## config.mk

```make
export PLATFORM = sky130hd
export DESIGN_NAME = charge_cycle_state_controller
export DESIGN_NICKNAME = d
export VERILOG_FILES = /design/src/rtl/charger_pkg.sv /design/src/rtl/sense_sync.sv /design/src/rtl/charge_cycle_state_controller.sv
export VERILOG_INCLUDE_DIRS = /design/src /design/src/rtl
export SDC_FILE = /design/constraint.sdc
export NUM_CORES = 1
export LEC_CHECK = 0
export ABC_AREA = 1
export BUFFER_PORTS_ARGS = -buffer_cell sky130_fd_sc_hd__buf_2
export CAP_MARGIN = 40
export CORE_AREA = 5 5 190 192
export CTS_CLUSTER_DIAMETER = 150
export CTS_CLUSTER_SIZE = 8
export DETAILED_ROUTE_END_ITERATION = 16
export DIE_AREA = 0 0 195 197
export GPL_ROUTABILITY_DRIVEN = 0
export PLACE_DENSITY = 0.5
export SKIP_LAST_GASP = 1
export SLEW_MARGIN = 20
export SYNTH_ARGS = -nofsm -noshare
export SYNTH_HDL_FRONTEND = slang
export SYNTH_SLANG_ARGS = --single-unit
```

## constraint.sdc

```tcl
create_clock -name hclk -period 6.9 [get_ports hclk]
set_input_delay 1.035 -clock hclk [delete_from_list [all_inputs] [get_ports hclk]]
set_output_delay 1.035 -clock hclk [all_outputs]
set_load 0.01 [all_outputs]
```

## src/rtl/charger_cfg.svh

```systemverilog
// Purpose: Constants of the charge cycle state controller
// Assumes: 250 MHz bus clock
// Notes:   Definitions only
`ifndef CHARGER_CFG_SVH
`define CHARGER_CFG_SVH

// ----------------------------------------
// Clock and timing
// ----------------------------------------
`define CLK_PERIOD_NS        4
`define POR_TIME_NS          200000
`define OSC_PERIOD_NS        3000000
`define TIMEOUT_STAGES       22
`define TRICKLE_SHIFT        3
`define PRECHARGE_FILTER     4'hF

// ----------------------------------------
// Register map, byte addresses
// ----------------------------------------
`define ADDR_OSC_DIV         8'h00
`define ADDR_STATUS          8'h04
`define ADDR_TIMER           8'h08
`define ADDR_BITS            8

// ----------------------------------------
// Status register fields
// ----------------------------------------
`define ST_STATE_LSB         0
`define ST_STATE_MSB         2
`define ST_TMO_BIT           3
`define ST_TEMP_BIT          4

`endif

```

## src/rtl/charger_pkg.sv

```systemverilog
// Purpose: Types of the charge cycle state controller
// Assumes: Constants live in charger_cfg.svh
// Notes:   Gray codes along the usual charge path
package charger_pkg;

  typedef enum logic [2:0] {
    ST_POR      = 3'h0,
    ST_TRICKLE  = 3'h1,
    ST_CC       = 3'h3,
    ST_CV       = 3'h2,
    ST_INHIBIT  = 3'h6,
    ST_FAULT    = 3'h7,
    ST_STANDBY  = 3'h5,
    ST_REMOVED  = 3'h4
  } charge_state_t;

  typedef struct packed {
    logic adapter_input;
    logic charge_enable;
    logic charge_time_limit_enable;
    logic vbat_above_precharge;
    logic vbat_at_termination_voltage;
    logic vbat_below_recharge_voltage_threshold;
    logic temp_window_low_ok;
    logic temp_window_high_ok;
    logic temp_removal;
    logic end_of_charge;
  } sense_t;

endpackage : charger_pkg

```

## src/rtl/sense_sync.sv

```systemverilog
// Purpose: Two-flop synchroniser for a group of comparator levels
// Assumes: Levels are slow against the clock
// Notes:   First stage feeds only the second stage
`timescale 1ns/1ns
module sense_sync #(
  parameter int WIDTH = 10
) (
  input  wire logic             clk,
  input  wire logic             rst_n,
  input  wire logic [WIDTH-1:0] d,
  output logic      [WIDTH-1:0] q
);

  logic [WIDTH-1:0] meta;

  for (genvar i = 0; i < WIDTH; i++) begin : g_bit
    always_ff @(posedge clk or negedge rst_n) begin
      if (!rst_n) begin
        meta[i] <= 1'b0;
        q[i]    <= 1'b0;
      end else begin
        meta[i] <= d[i];
        q[i]    <= meta[i];
      end
    end
  end

endmodule : sense_sync

```

## src/rtl/charge_cycle_state_controller.sv

```systemverilog
// Purpose: Charge cycle sequencing of a single-cell lithium charger
// Assumes: Analog loops outside; comparator results arrive as levels
// Notes:   AHB-Lite slave with zero wait states
//
// How it works
// - Out-of-window temperature stops charging
// - Back in window starts fresh cycle
// - Removal level halts charge, fault active
// - Re-insertion starts a new cycle unless time-out latched
// - During power-on reset: status high, fault low
// - After reset: trickle, then CC, then CV
// - Clean cycle end goes to inhibit
// - Time-out or temperature fault enters fault
// - Adapter absent or enable low means standby
// - Flags encode inhibit/standby, charging, fault
// - Listed events start a new charge cycle
// - Trickle commands one tenth current
// - Fifteen good periods leave trickle
// - Trickle beyond eighth time-out latches fault
// - Termination voltage moves CC to CV
// - Timer cleared entering CC; overrun latches fault
// - Limit enable low disables fast limit
// - End-of-charge current completes CV
// - CC plus CV beyond time-out faults
// - Inhibit restarts below recharge threshold
// - Time-out latch needs power or enable cycle
// - Temperature fault restarts when condition ends
// - Time-out is 2^22 oscillator periods
// - Trickle limit ignores limit enable
`timescale 1ns/1ns
`include "charger_cfg.svh"
module charge_cycle_state_controller
  import charger_pkg::*;
#(
  parameter int          TIMEOUT_STAGES = `TIMEOUT_STAGES,
  parameter int unsigned POR_CYCLES     = (`POR_TIME_NS + `CLK_PERIOD_NS - 1) / `CLK_PERIOD_NS,
  parameter int unsigned OSC_CYCLES     = `OSC_PERIOD_NS / `CLK_PERIOD_NS
) (
  input  wire logic        hclk,
  input  wire logic        hresetn,
  input  wire logic        hsel,
  input  wire logic [31:0] haddr,
  input  wire logic [1:0]  htrans,
  input  wire logic        hwrite,
  input  wire logic [2:0]  hsize,
  input  wire logic [31:0] hwdata,
  input  wire logic        hready,
  output logic             hreadyout,
  output logic             hresp,
  output logic      [31:0] hrdata,
  input  wire logic        adapter_input,
  input  wire logic        charge_enable,
  input  wire logic        charge_time_limit_enable,
  input  wire logic        vbat_above_precharge,
  input  wire logic        vbat_at_termination_voltage,
  input  wire logic        vbat_below_recharge_voltage_threshold,
  input  wire logic        temp_window_low_ok,
  input  wire logic        temp_window_high_ok,
  input  wire logic        temp_removal,
  input  wire logic        end_of_charge,
  output logic             charge_on,
  output logic             trickle_current_select,
  output logic             cv_mode,
  output logic             status_od_out,
  output logic             status_od_oe,
  output logic             fault_od_out,
  output logic             fault_od_oe
);

  // ----------------------------------------
  // Input synchronisation
  // ----------------------------------------
  sense_t raw;
  sense_t s;
  logic [$bits(sense_t)-1:0] s_bits;

  assign raw = '{adapter_input, charge_enable, charge_time_limit_enable,
                 vbat_above_precharge, vbat_at_termination_voltage,
                 vbat_below_recharge_voltage_threshold, temp_window_low_ok,
                 temp_window_high_ok, temp_removal, end_of_charge};

  sense_sync #(
    .WIDTH ($bits(sense_t))
  ) u_sync (
    .clk   (hclk),
    .rst_n (hresetn),
    .d     (raw),
    .q     (s_bits)
  );

  assign s = sense_t'(s_bits);

  // ----------------------------------------
  // Registers and bus slave
  // ----------------------------------------
  logic [31:0]               osc_div;
  logic                      wr_pend;
  logic [`ADDR_BITS-1:0]     wr_addr;
  logic                      addr_ok;
  logic [31:0]               next_rdata;
  charge_state_t             state;
  charge_state_t             next_state;
  logic                      tmo_latched;
  logic                      temp_fault;
  logic [TIMEOUT_STAGES:0]   timer;

  assign addr_ok = hsel && htrans[1] && hready;

  always_comb begin
    case (haddr[`ADDR_BITS-1:0])
      `ADDR_OSC_DIV: next_rdata = osc_div;
      `ADDR_STATUS:  next_rdata = {27'h0000000, temp_fault, tmo_latched, state};
      `ADDR_TIMER:   next_rdata = 32'(timer);
      default:       next_rdata = 32'h00000000;
    endcase
  end

  always_ff @(posedge hclk or negedge hresetn) begin
    if (!hresetn) begin
      hreadyout <= 1'b0;
      hresp     <= 1'b0;
    end else begin
      hreadyout <= 1'b1;
      hresp     <= 1'b0;
    end
  end

  always_ff @(posedge hclk or negedge hresetn) begin
    if (!hresetn) begin
      wr_pend <= 1'b0;
      wr_addr <= 8'h00;
      hrdata  <= 32'h00000000;
    end else begin
      wr_pend <= addr_ok && hwrite;
      if (addr_ok) begin
        wr_addr <= haddr[`ADDR_BITS-1:0];
      end
      if (addr_ok && !hwrite) begin
        hrdata <= next_rdata;
      end
    end
  end

  // Zero is refused: the period divider would tick only once per 2^32 clocks
  always_ff @(posedge hclk or negedge hresetn) begin
    if (!hresetn) begin
      osc_div <= 32'(OSC_CYCLES);
    end else if (wr_pend && wr_addr == `ADDR_OSC_DIV && hwdata != 32'h00000000) begin
      osc_div <= hwdata;
    end
  end

  // ----------------------------------------
  // Power-on reset and oscillator period
  // ----------------------------------------
  logic [31:0] por_cnt;
  logic        por_done;
  logic [31:0] osc_cnt;
  logic        tick;

  always_ff @(posedge hclk or negedge hresetn) begin
    if (!hresetn) begin
      por_cnt  <= 32'h00000000;
      por_done <= 1'b0;
    end else if (!por_done) begin
      por_cnt  <= por_cnt + 32'h00000001;
      por_done <= (por_cnt == 32'(POR_CYCLES - 1));
    end
  end

  always_ff @(posedge hclk or negedge hresetn) begin
    if (!hresetn) begin
      osc_cnt <= 32'h00000000;
      tick    <= 1'b0;
    end else if (osc_cnt >= osc_div - 32'h00000001) begin
      osc_cnt <= 32'h00000000;
      tick    <= 1'b1;
    end else begin
      osc_cnt <= osc_cnt + 32'h00000001;
      tick    <= 1'b0;
    end
  end

  // ----------------------------------------
  // Condition decode
  // ----------------------------------------
  logic standby_cond;
  logic temp_out;
  logic charging;
  logic fast_tmo;
  logic trickle_tmo;
  logic [3:0] filt;

  assign standby_cond = !s.adapter_input || !s.charge_enable;
  assign temp_out     = !(s.temp_window_low_ok && s.temp_window_high_ok);
  assign charging     = (state == ST_TRICKLE) || (state == ST_CC) || (state == ST_CV);
  // Top stage set means two to the stages periods have passed
  assign fast_tmo     = timer[TIMEOUT_STAGES] && s.charge_time_limit_enable;
  assign trickle_tmo  = |timer[TIMEOUT_STAGES:TIMEOUT_STAGES-`TRICKLE_SHIFT];

  // ----------------------------------------
  // Charge sequence
  // ----------------------------------------
  always_comb begin
    next_state = state;
    case (state)
      ST_POR:      next_state = por_done ? ST_TRICKLE : ST_POR;
      ST_TRICKLE: begin
        if (trickle_tmo) begin
          next_state = ST_FAULT;
        end else if (filt == `PRECHARGE_FILTER) begin
          next_state = ST_CC;
        end
      end
      ST_CC: begin
        if (fast_tmo) begin
          next_state = ST_FAULT;
        end else if (s.vbat_at_termination_voltage) begin
          next_state = ST_CV;
        end
      end
      ST_CV: begin
        if (fast_tmo) begin
          next_state = ST_FAULT;
        end else if (s.end_of_charge) begin
          next_state = ST_INHIBIT;
        end
      end
      ST_INHIBIT:  next_state = s.vbat_below_recharge_voltage_threshold ? ST_TRICKLE : ST_INHIBIT;
      ST_FAULT:    next_state = (!tmo_latched && !temp_out) ? ST_TRICKLE : ST_FAULT;
      ST_REMOVED:  next_state = tmo_latched ? ST_FAULT : ST_TRICKLE;
      ST_STANDBY:  next_state = ST_TRICKLE;
      default:     next_state = ST_STANDBY;
    endcase
    if (state != ST_POR) begin
      if (standby_cond) begin
        next_state = ST_STANDBY;
      end else if (s.temp_removal) begin
        next_state = ST_REMOVED;
      end else if (state == ST_REMOVED) begin
        next_state = tmo_latched ? ST_FAULT : ST_TRICKLE;
      end else if (charging && temp_out) begin
        next_state = ST_FAULT;
      end
    end
  end

  always_ff @(posedge hclk or negedge hresetn) begin
    if (!hresetn) begin
      state <= ST_POR;
    end else begin
      state <= next_state;
    end
  end

  // Latched until standby, which power removal or enable low forces
  always_ff @(posedge hclk or negedge hresetn) begin
    if (!hresetn) begin
      tmo_latched <= 1'b0;
      temp_fault  <= 1'b0;
    end else begin
      if (standby_cond && state != ST_POR) begin
        tmo_latched <= 1'b0;
      end else if (next_state == ST_FAULT && charging && !temp_out && !s.temp_removal) begin
        tmo_latched <= 1'b1;
      end
      temp_fault <= (next_state == ST_FAULT) && temp_out;
    end
  end

  // ----------------------------------------
  // Charge-time counter and precharge filter
  // ----------------------------------------
  always_ff @(posedge hclk or negedge hresetn) begin
    if (!hresetn) begin
      timer <= '0;
    end else if ((next_state == ST_TRICKLE && state != ST_TRICKLE) ||
                 (next_state == ST_CC && state != ST_CC)) begin
      timer <= '0;
    end else if (charging && tick && !timer[TIMEOUT_STAGES]) begin
      timer <= timer + {{TIMEOUT_STAGES{1'b0}}, 1'b1};
    end
  end

  always_ff @(posedge hclk or negedge hresetn) begin
    if (!hresetn) begin
      filt <= 4'h0;
    end else if (state != ST_TRICKLE || !s.vbat_above_precharge) begin
      filt <= 4'h0;
    end else if (tick && filt != `PRECHARGE_FILTER) begin
      filt <= filt + 4'h1;
    end
  end

  // ----------------------------------------
  // Outputs
  // ----------------------------------------
  // Open-drain flags: oe high pulls the pin low
  always_ff @(posedge hclk or negedge hresetn) begin
    if (!hresetn) begin
      status_od_oe           <= 1'b0;
      fault_od_oe            <= 1'b1;
      status_od_out          <= 1'b0;
      fault_od_out           <= 1'b0;
      charge_on              <= 1'b0;
      trickle_current_select <= 1'b0;
      cv_mode                <= 1'b0;
    end else begin
      status_od_out          <= 1'b0;
      fault_od_out           <= 1'b0;
      status_od_oe           <= (next_state == ST_TRICKLE) || (next_state == ST_CC) ||
                                (next_state == ST_CV);
      fault_od_oe            <= (next_state == ST_FAULT) || (next_state == ST_REMOVED) ||
                                (next_state == ST_POR);
      charge_on              <= (next_state == ST_TRICKLE) || (next_state == ST_CC) ||
                                (next_state == ST_CV);
      trickle_current_select <= (next_state == ST_TRICKLE);
      cv_mode                <= (next_state == ST_CV);
    end
  end
endmodule : charge_cycle_state_controller

```

==> results by group, run 1 <==
Floorplan
  • Core area: 34200 um2
  • I/O Pins: 125
  • Die height: 197 um
  • Die W: 195 um
  • Row count: 68
  • Die area: 38400 um2
  • Initial core utilization: 31.4%

Synthesis
  • Count leader, synth: nand2_1
  • Syn Std Cell Area: 10700 um2
  • Top FF cell, synth: dfrtp_1
  • Synthesized instance count: 1352
  • Top-area cell type share of the netlist area: 43.1%
  • Post-synthesis sequential area ratio: 45.8%
  • Synth cell count leaders: 306 x nand2_1, 185 x dfrtp_1, 185 x inv_1
  • Yosys warns: 0
  • Ys async rst share: 100%
  • EDFF count, synth: 0
  • Number of synthesized register bits: 196
  • Distinct cells, synth: 40
  • Main area contributors after synthesis: dfrtp_1 43%, nand2_1 11%, inv_1 6.5%
  • Cell taking the most area after synthesis: dfrtp_1
  • Mapped Avg Cell Area: 7.94 um2

Detailed routing
  • Routed Antenna Nets: 0
  • Drt pass-1 iters: 5
  • Total Wirelength: 27400 um
  • Vias: 8864
  • Wire per inst: 14.3 um
  • DR WL met3: 707 um
  • DRC Markers: 0
  • Met2 wire len: 13900 um
  • Metal-1 WL: 12400 um
  • Detailed Route Iter0 Violations: 517
  • Vias per cell: 4.63
  • DR top layer: met4

Worst setup path
  • Worst Path Max Fanout: 33
  • Slowest cell on the critical path: dfrtp_1
  • Critical-path cell list: inv_1 -> ha_1 -> nand2_1 -> nor2_2 -> inv_1 -> nor2_1 -> nand2_1 -> nor2_2 -> nand4_1 -> xor2_1 -> inv_1 -> ha_1 -> nand2_1 -> nor3_1 -> nand3_1 -> nor2_1 -> nand3_1 -> nand3_1 -> buf_4 -> nor2_1
  • Critical path endpoint category: flop
  • Critical Path RT: 7210 ps
  • Crit path kind: reg -> reg
  • Critical path's largest stage delay: 390 ps
  • Startpoint types: flop
  • Cell family with most CP delay: simple AND/OR/NAND/NOR gates
  • Buffers and inverters on the worst path: 4
  • R2R depth: 20
  • Crit. path cell count: 20
  • WP data arrival: 3890 ps

Final layout
  • Antenna Cells: 0
  • Final #Nets: 1569
  • Area growth syn-to-layout: 15.0%
  • Final core occ: 36.1%
  • Layout cells sized above 1: 13.6%

Clock tree
  • CTS tree: yes
  • Post-CTS Resized: 0
  • CTS Buffer Depth: 2
  • Setup Fix Bufs, Post-CTS: 0
  • Clock root buffer master: clkbuf_16
  • CTS Sinks: 196
  • Cts hold-fix bufs: 0
  • TritonCTS Buffers: 17
  • H-Tree Depth: 4
  • CTS clk-pin slew, worst paths: 70 ps
  • Worst skew pair latency: 440 ps

Power and ir drop
  • Max VDD drop: 180 uV
  • Leak: 6.06 nW
  • Pwr per Cell Area: 242 nW/um2

Placed design
  • PortBufs: 93
  • HPWL reported at the end of detailed placement: 21000 um

Global routing
  • First-pass GRT wire length: 45000 um
  • Vias in the first global route: 8833
  • Initial antenna violation count: 0
  • Global Route Usage Sum: 14.4%
  • Largest net degree at the start of global routing: 94
  • Grt total ovfl: 0

STA
  • Slew at the pin closest to its max-slew limit: 763 ps
  • Minimum clock period: 3580 ps
  • Final Cycle Share: 51.9%
  • Slew margin rel.: 48.8%
  • FMAX: 0.279 GHz
  • RSZ-0062 raised after global routing: false
  • Setup Viol. Count Final: 0
  • TNS Setup: 0 ps
  • Slew Viols, Final: 0
  • Final hold violations: 0
  • Worst Skew: 16.3 ps

Hold path
  • Worst Hold Class: reg -> reg
  • Hold Path Depth: 0

Run status
  • Status: finished clean

Flow run
  • Max-cap violations: 0
metrics by stage:
step                setup slack, ps  cells  cell area, um2  hold WS (ps)  power, mW
global placement               3310   1880           11700           334       2.02
CTS                            3270   1914           12300           352       3.03
global route                   2900   1916           12400           356       3.20
finish                         3320   1916           12400           350       2.99
detailed placement             3290   1882           11700           335       2.03
floorplan                      3850   1354           10700           331       1.82
path summary, 6_finish.rpt:
kind                                     to  slack, ps      startpoint
worst max register to register  osc_cnt[25]       3320      osc_div[0]
worst max-delay path            osc_cnt[25]       3320      osc_div[0]
min in group asynchronous        osc_div[0]        390         hresetn
worst min register to register  u_sync.q[3]        350  u_sync.meta[3]
max in group asynchronous       por_cnt[10]       5270         hresetn
worst min-delay path            u_sync.q[3]        350  u_sync.meta[3]
layout by cell type (no fill, tap or decap), types with 2 or more instances in the layout:
cell type,netlist,layout
nand2_1,306,305
o21ai_0,85,85
a21oi_1,19,19
nor4_1,18,18
clkbuf_16,0,17
nor2_1,144,143
xnor2_1,22,22
inv_8,0,3
nand2_2,5,6
nand3_1,82,82
or2_2,3,3
o22ai_1,9,9
inv_2,4,4
inv_1,185,185
nand4_1,37,37
buf_4,4,6
xor2_1,75,75
buf_2,1,93
nor3_1,45,45
dfstp_2,11,11
nor2_2,31,32
nor3_2,2,2
nor3b_1,2,2
dfrtp_1,185,185
conb_1,2,4
clkinvlp_4,0,4
inv_6,0,3
buf_16,0,2
nand3b_1,2,2
ha_1,37,37
clkinv_2,0,3
kinds of logic after synthesis:
kind of cell | count (synthesis) | share of synthesized area (%)
flip-flops | 196 | 45.8
AO/OA/AOI/OAI | 119 | 5.79
adder cells (fa/ha/maj) | 37 | 4.31
other | 2 | 0.0699
AND/OR/NAND/NOR | 684 | 28.2
buffers and inverters | 217 | 7.88
XOR/XNOR | 97 | 7.91
sequential cells by signal (all words and copies together), names as in the netlist, 3 cells and up:
register     flops
u_sync.q        10
osc_div         32
filt             4
u_sync.meta     10
wr_addr          8
hrdata          32
timer           23
por_cnt         32
state            3
osc_cnt         32
final cells by class:
cell class / count / area (um2)
fill: 3618 / 21800
sequential: 196 / 4920
clock buffer: 17 / 425
clock inverter: 15 / 144
tap: 455 / 569
inverter: 189 / 709
multi-input combinational: 941 / 4990
timing repair buffer: 103 / 599
metal layers:
| metal | global-route usage [%] | vias to the layer above |
|---|---|---|
| met1 | 18.2 | 4214 |
| met5 | 0 | - |
| met3 | 2.27 | 29 |
| met2 | 25.7 | 121 |
| li1 | - | 4500 |
| met4 | 4.27 | 0 |
worst register-to-register path, delay by kind of cell, from the launching register on:
family	cells	cell delay (ps)
simple gates	13	1780
flops	1	390
xor+xnor	1	180
fa+ha+maj	2	480
buf+inv	4	620
power breakdown:
part,switching (mW),total (mW),internal (mW)
combinational,0.438,0.695,0.257
sequential,0.0818,1.31,1.23
clock,0.474,0.980,0.507
total,0.994,2.99,1.99
No activity file was read; power rests on OpenSTA's default activity.
==> run 2: changes to the inputs <==
- clock period: 6.9 -> 3.5 ns (I/O delays scaled with it)
==> run 2 against run 1 <==
Clock skew shrank 5.9 ps. Largest cell class unchanged. Clock-buffer cell count grew 1. Total power is 97% higher. Flip-flop and latch count did not move. Non-clock buffer count rose by 5. Via count is 0.49% lower. Global-route usage rose by 0.42 points. Clock power is 94% higher. Register-to-register slack got worse by 3000 ps. Sequential power up 98%. Die area unchanged. Cell count increased by 0.26%.
==> results by group, run 2 (synthesized netlist as in run 1, its figures left out) <==
Run status
  • Status: finished clean (unchanged)

Detailed routing
  • Vias per cell: 4.59 (was 4.63)
  • Detailed Route Iter0 Violations: 481 (was 517)
  • Drt pass-1 iters: 5 (unchanged)
  • Routed Antenna Nets: 0 (unchanged)
  • Wire per inst: 14.4 um (was 14.3 um)
  • Vias: 8821 (was 8864)
  • DRC Markers: 0 (unchanged)
  • Total Wirelength: 27700 um (was 27400 um)

Worst setup path
  • Critical Path RT: 3840 ps (was 7210 ps)
  • R2R Setup Slk: 360 ps (was 3320 ps)
  • Worst Path Max Fanout: 16 (was 33)
  • Crit path kind: reg -> reg (unchanged)
  • Critical path endpoint category: flop (unchanged)
  • R2R depth: 18 (was 20)
  • WP data arrival: 3480 ps (was 3890 ps)
  • Worst R2R Start: osc_div[2] (was osc_div[0])
  • Critical path's largest stage delay: 430 ps (was 390 ps)
  • Startpoint types: flop (unchanged)
  • Slowest cell on the critical path: dfrtp_1 (unchanged)
  • Critical-path cell list: nor2_1 -> nand2_1 -> nor2_4 -> nand2_2 -> nor2_4 -> nand2_1 -> nor2_1 -> nand3_1 -> xor2_1 -> ha_1 -> nand2_1 -> nor3_1 -> nand3_1 -> nor2_2 -> nand3_1 -> nand3_2 -> clkbuf_16 -> nor2_1 (was inv_1 -> ha_1 -> nand2_1 -> nor2_2 -> inv_1 -> nor2_1 -> nand2_1 -> nor2_2 -> nand4_1 -> xor2_1 -> inv_1 -> ha_1 -> nand2_1 -> nor3_1 -> nand3_1 -> nor2_1 -> nand3_1 -> nand3_1 -> buf_4 -> nor2_1)
  • RR Endpoint: osc_cnt[8] (was osc_cnt[25])

Clock tree
  • TritonCTS Buffers: 17 (unchanged)
  • CTS Buffer Depth: 2 (unchanged)
  • H-Tree Depth: 4 (unchanged)
  • Worst skew pair latency: 450 ps (was 440 ps)
  • CTS tree: yes (unchanged)
  • CTS Sinks: 196 (unchanged)
  • CTS clk-pin slew, worst paths: 80 ps (was 70 ps)
  • Clock root buffer master: clkbuf_16 (unchanged)

STA
  • Slew Viols, Final: 0 (unchanged)
  • Worst Skew: 10.5 ps (was 16.3 ps)
  • Slew at the pin closest to its max-slew limit: 649 ps (was 763 ps)
  • FMAX: 0.318 GHz (was 0.279 GHz)
  • TNS Setup: 0 ps (unchanged)
  • Minimum clock period: 3140 ps (was 3580 ps)
  • Final Cycle Share: 89.8% (was 51.9%)
  • RSZ-0062 raised after global routing: false (unchanged)
  • Slew margin rel.: 56.3% (was 48.8%)
  • Setup Viol. Count Final: 0 (unchanged)
  • Final hold violations: 0 (unchanged)

Global routing
  • Grt total ovfl: 0 (unchanged)
  • First-pass GRT wire length: 46300 um (was 45000 um)
  • Vias in the first global route: 9006 (was 8833)
  • Global Route Usage Sum: 14.8% (was 14.4%)
  • Initial antenna violation count: 0 (unchanged)
  • Largest net degree at the start of global routing: 72 (was 94)

Power and ir drop
  • Logic pwr share: 23.9% (was 23.3%)
  • Leak: 6.08 nW (was 6.06 nW)
  • Switching portion of total power: 33.7% (was 33.3%)
  • Clock power frac: 32.2% (was 32.8%)
  • Seq pwr share: 43.9% (about the same)
  • Max VDD drop: 339 uV (was 180 uV)
  • Switch Pwr: 1.99 mW (was 0.994 mW)
  • Pwr per Cell Area: 475 nW/um2 (was 242 nW/um2)
  • Pint: 3.91 mW (was 1.99 mW)
  • Total power: 5.89 mW (was 2.99 mW)

Final layout
  • Final #Nets: 1574 (was 1569)
  • Multi-input logic area: 5000 um2 (was 4990 um2)
  • Layout cells sized above 1: 14.3% (was 13.6%)
  • Commonest cells after routing, fill and taps aside: 304 x nand2_1, 185 x dfrtp_1, 184 x inv_1, 141 x nor2_1, 92 x buf_2 (was 305 x nand2_1, 185 x inv_1, 185 x dfrtp_1, 143 x nor2_1, 93 x buf_2)
  • Register Area: 4920 um2 (unchanged)
  • Layout fillers: 3627 (was 3618)
  • Most common cell after layout, fill and taps aside: nand2_1 (unchanged)
  • Antenna Cells: 0 (unchanged)
  • Area growth syn-to-layout: 15.5% (was 15.0%)

Floorplan
  • Die W: 195 um (unchanged)
  • Die height: 197 um (unchanged)
  • Row count: 68 (unchanged)
  • Initial core utilization: 31.4% (unchanged)
  • I/O Pins: 125 (unchanged)
  • Die area: 38400 um2 (unchanged)
  • Core area: 34200 um2 (unchanged)

Hold path
  • Worst Hold Class: in -> async (was reg -> reg)

Placed design
  • PortBufs: 93 (unchanged)
  • HPWL reported at the end of detailed placement: 21400 um (was 21000 um)

Flow run
  • Max-cap violations: 0 (unchanged)
-- run 2: cell count changes in the layout (fill, tap and decap cells not counted), sizes merged --
cell    previous run  this run
bufinv             1         0
clkinv             4         3
buf              102       106
inv              195       196
clkbuf            18        20
-- run 2: layout make-up --
type                            count  area share, %
Clock inverter                     14          0.948
Clock buffer                       18           3.54
Multi-Input combinational cell    941           40.4
Inverter                          189           5.72
Tap cell                          455           4.59
Sequential cell                   196           39.7
Timing Repair Buffer              108           5.18
-- run 2: worst max path at each step --
stage	from	end	slack [ps]	cells after the start
floorplan	osc_div[0]	osc_cnt[10]	450	20
global placement	osc_div[2]	osc_cnt[30]	260	21
detailed placement	osc_div[2]	osc_cnt[11]	220	18
CTS	osc_div[0]	osc_cnt[30]	200	18
global route	osc_div[2]	osc_cnt[7]	7	21
finish	osc_div[2]	osc_cnt[8]	360	18
-- run 2: metrics by stage --
| step | std cells | setup WS (ps) | hold slack (ps) | instance area [um2] | util [%] |
|---|---|---|---|---|---|
| final | 1921 | 355 | 89.7 | 12400 | 36.3 |
| after global routing | 1921 | 7.14 | 116 | 12400 | 36.3 |
| after CTS | 1920 | 196 | 93.2 | 12400 | 36.1 |
| after detailed placement | 1888 | 219 | 335 | 11800 | 34.5 |
| after global placement | 1888 | 261 | 332 | 11800 | 34.5 |
| after floorplan | 1354 | 452 | 229 | 10700 | - |
-- run 2: power by group through the flow --
stage / Sequential [mW] / Combinational, mW / Clock, mW
2_1_floorplan: 2.57 / 1.02 / 0
3_3_place_gp: 2.63 / 1.38 / 0
3_5_place_dp: 2.63 / 1.41 / 0
4_1_cts: 2.59 / 1.42 / 1.96
5_1_grt: 2.61 / 1.65 / 2.06
6_report: 2.59 / 1.41 / 1.90
-- run 2: layer usage --
layer	GRT usage, %	vias up	wire length, um
met4	4.84	0	670
li1	-	4516	-
met2	25.5	119	13800
met5	0	-	0
met3	2.51	34	767
met1	19.1	4152	12500
-- run 2: critical path: cells and delay by family (launching register included) --
kind,cells,cell delay [ps]
and+or+nand+nor,15,1940
xor gates and xnor gates,1,180
DFF,1,430
buffers and inverters,1,200
adders and majority gates,1,300
-- run 2: timing repair --
action,4_1_cts,5_1_grt
hold endpoints to repair,0,0
hold buffers,0,0
gates resized for setup,0,6
buffers inserted,0,0
setup endpoints to repair,0,33
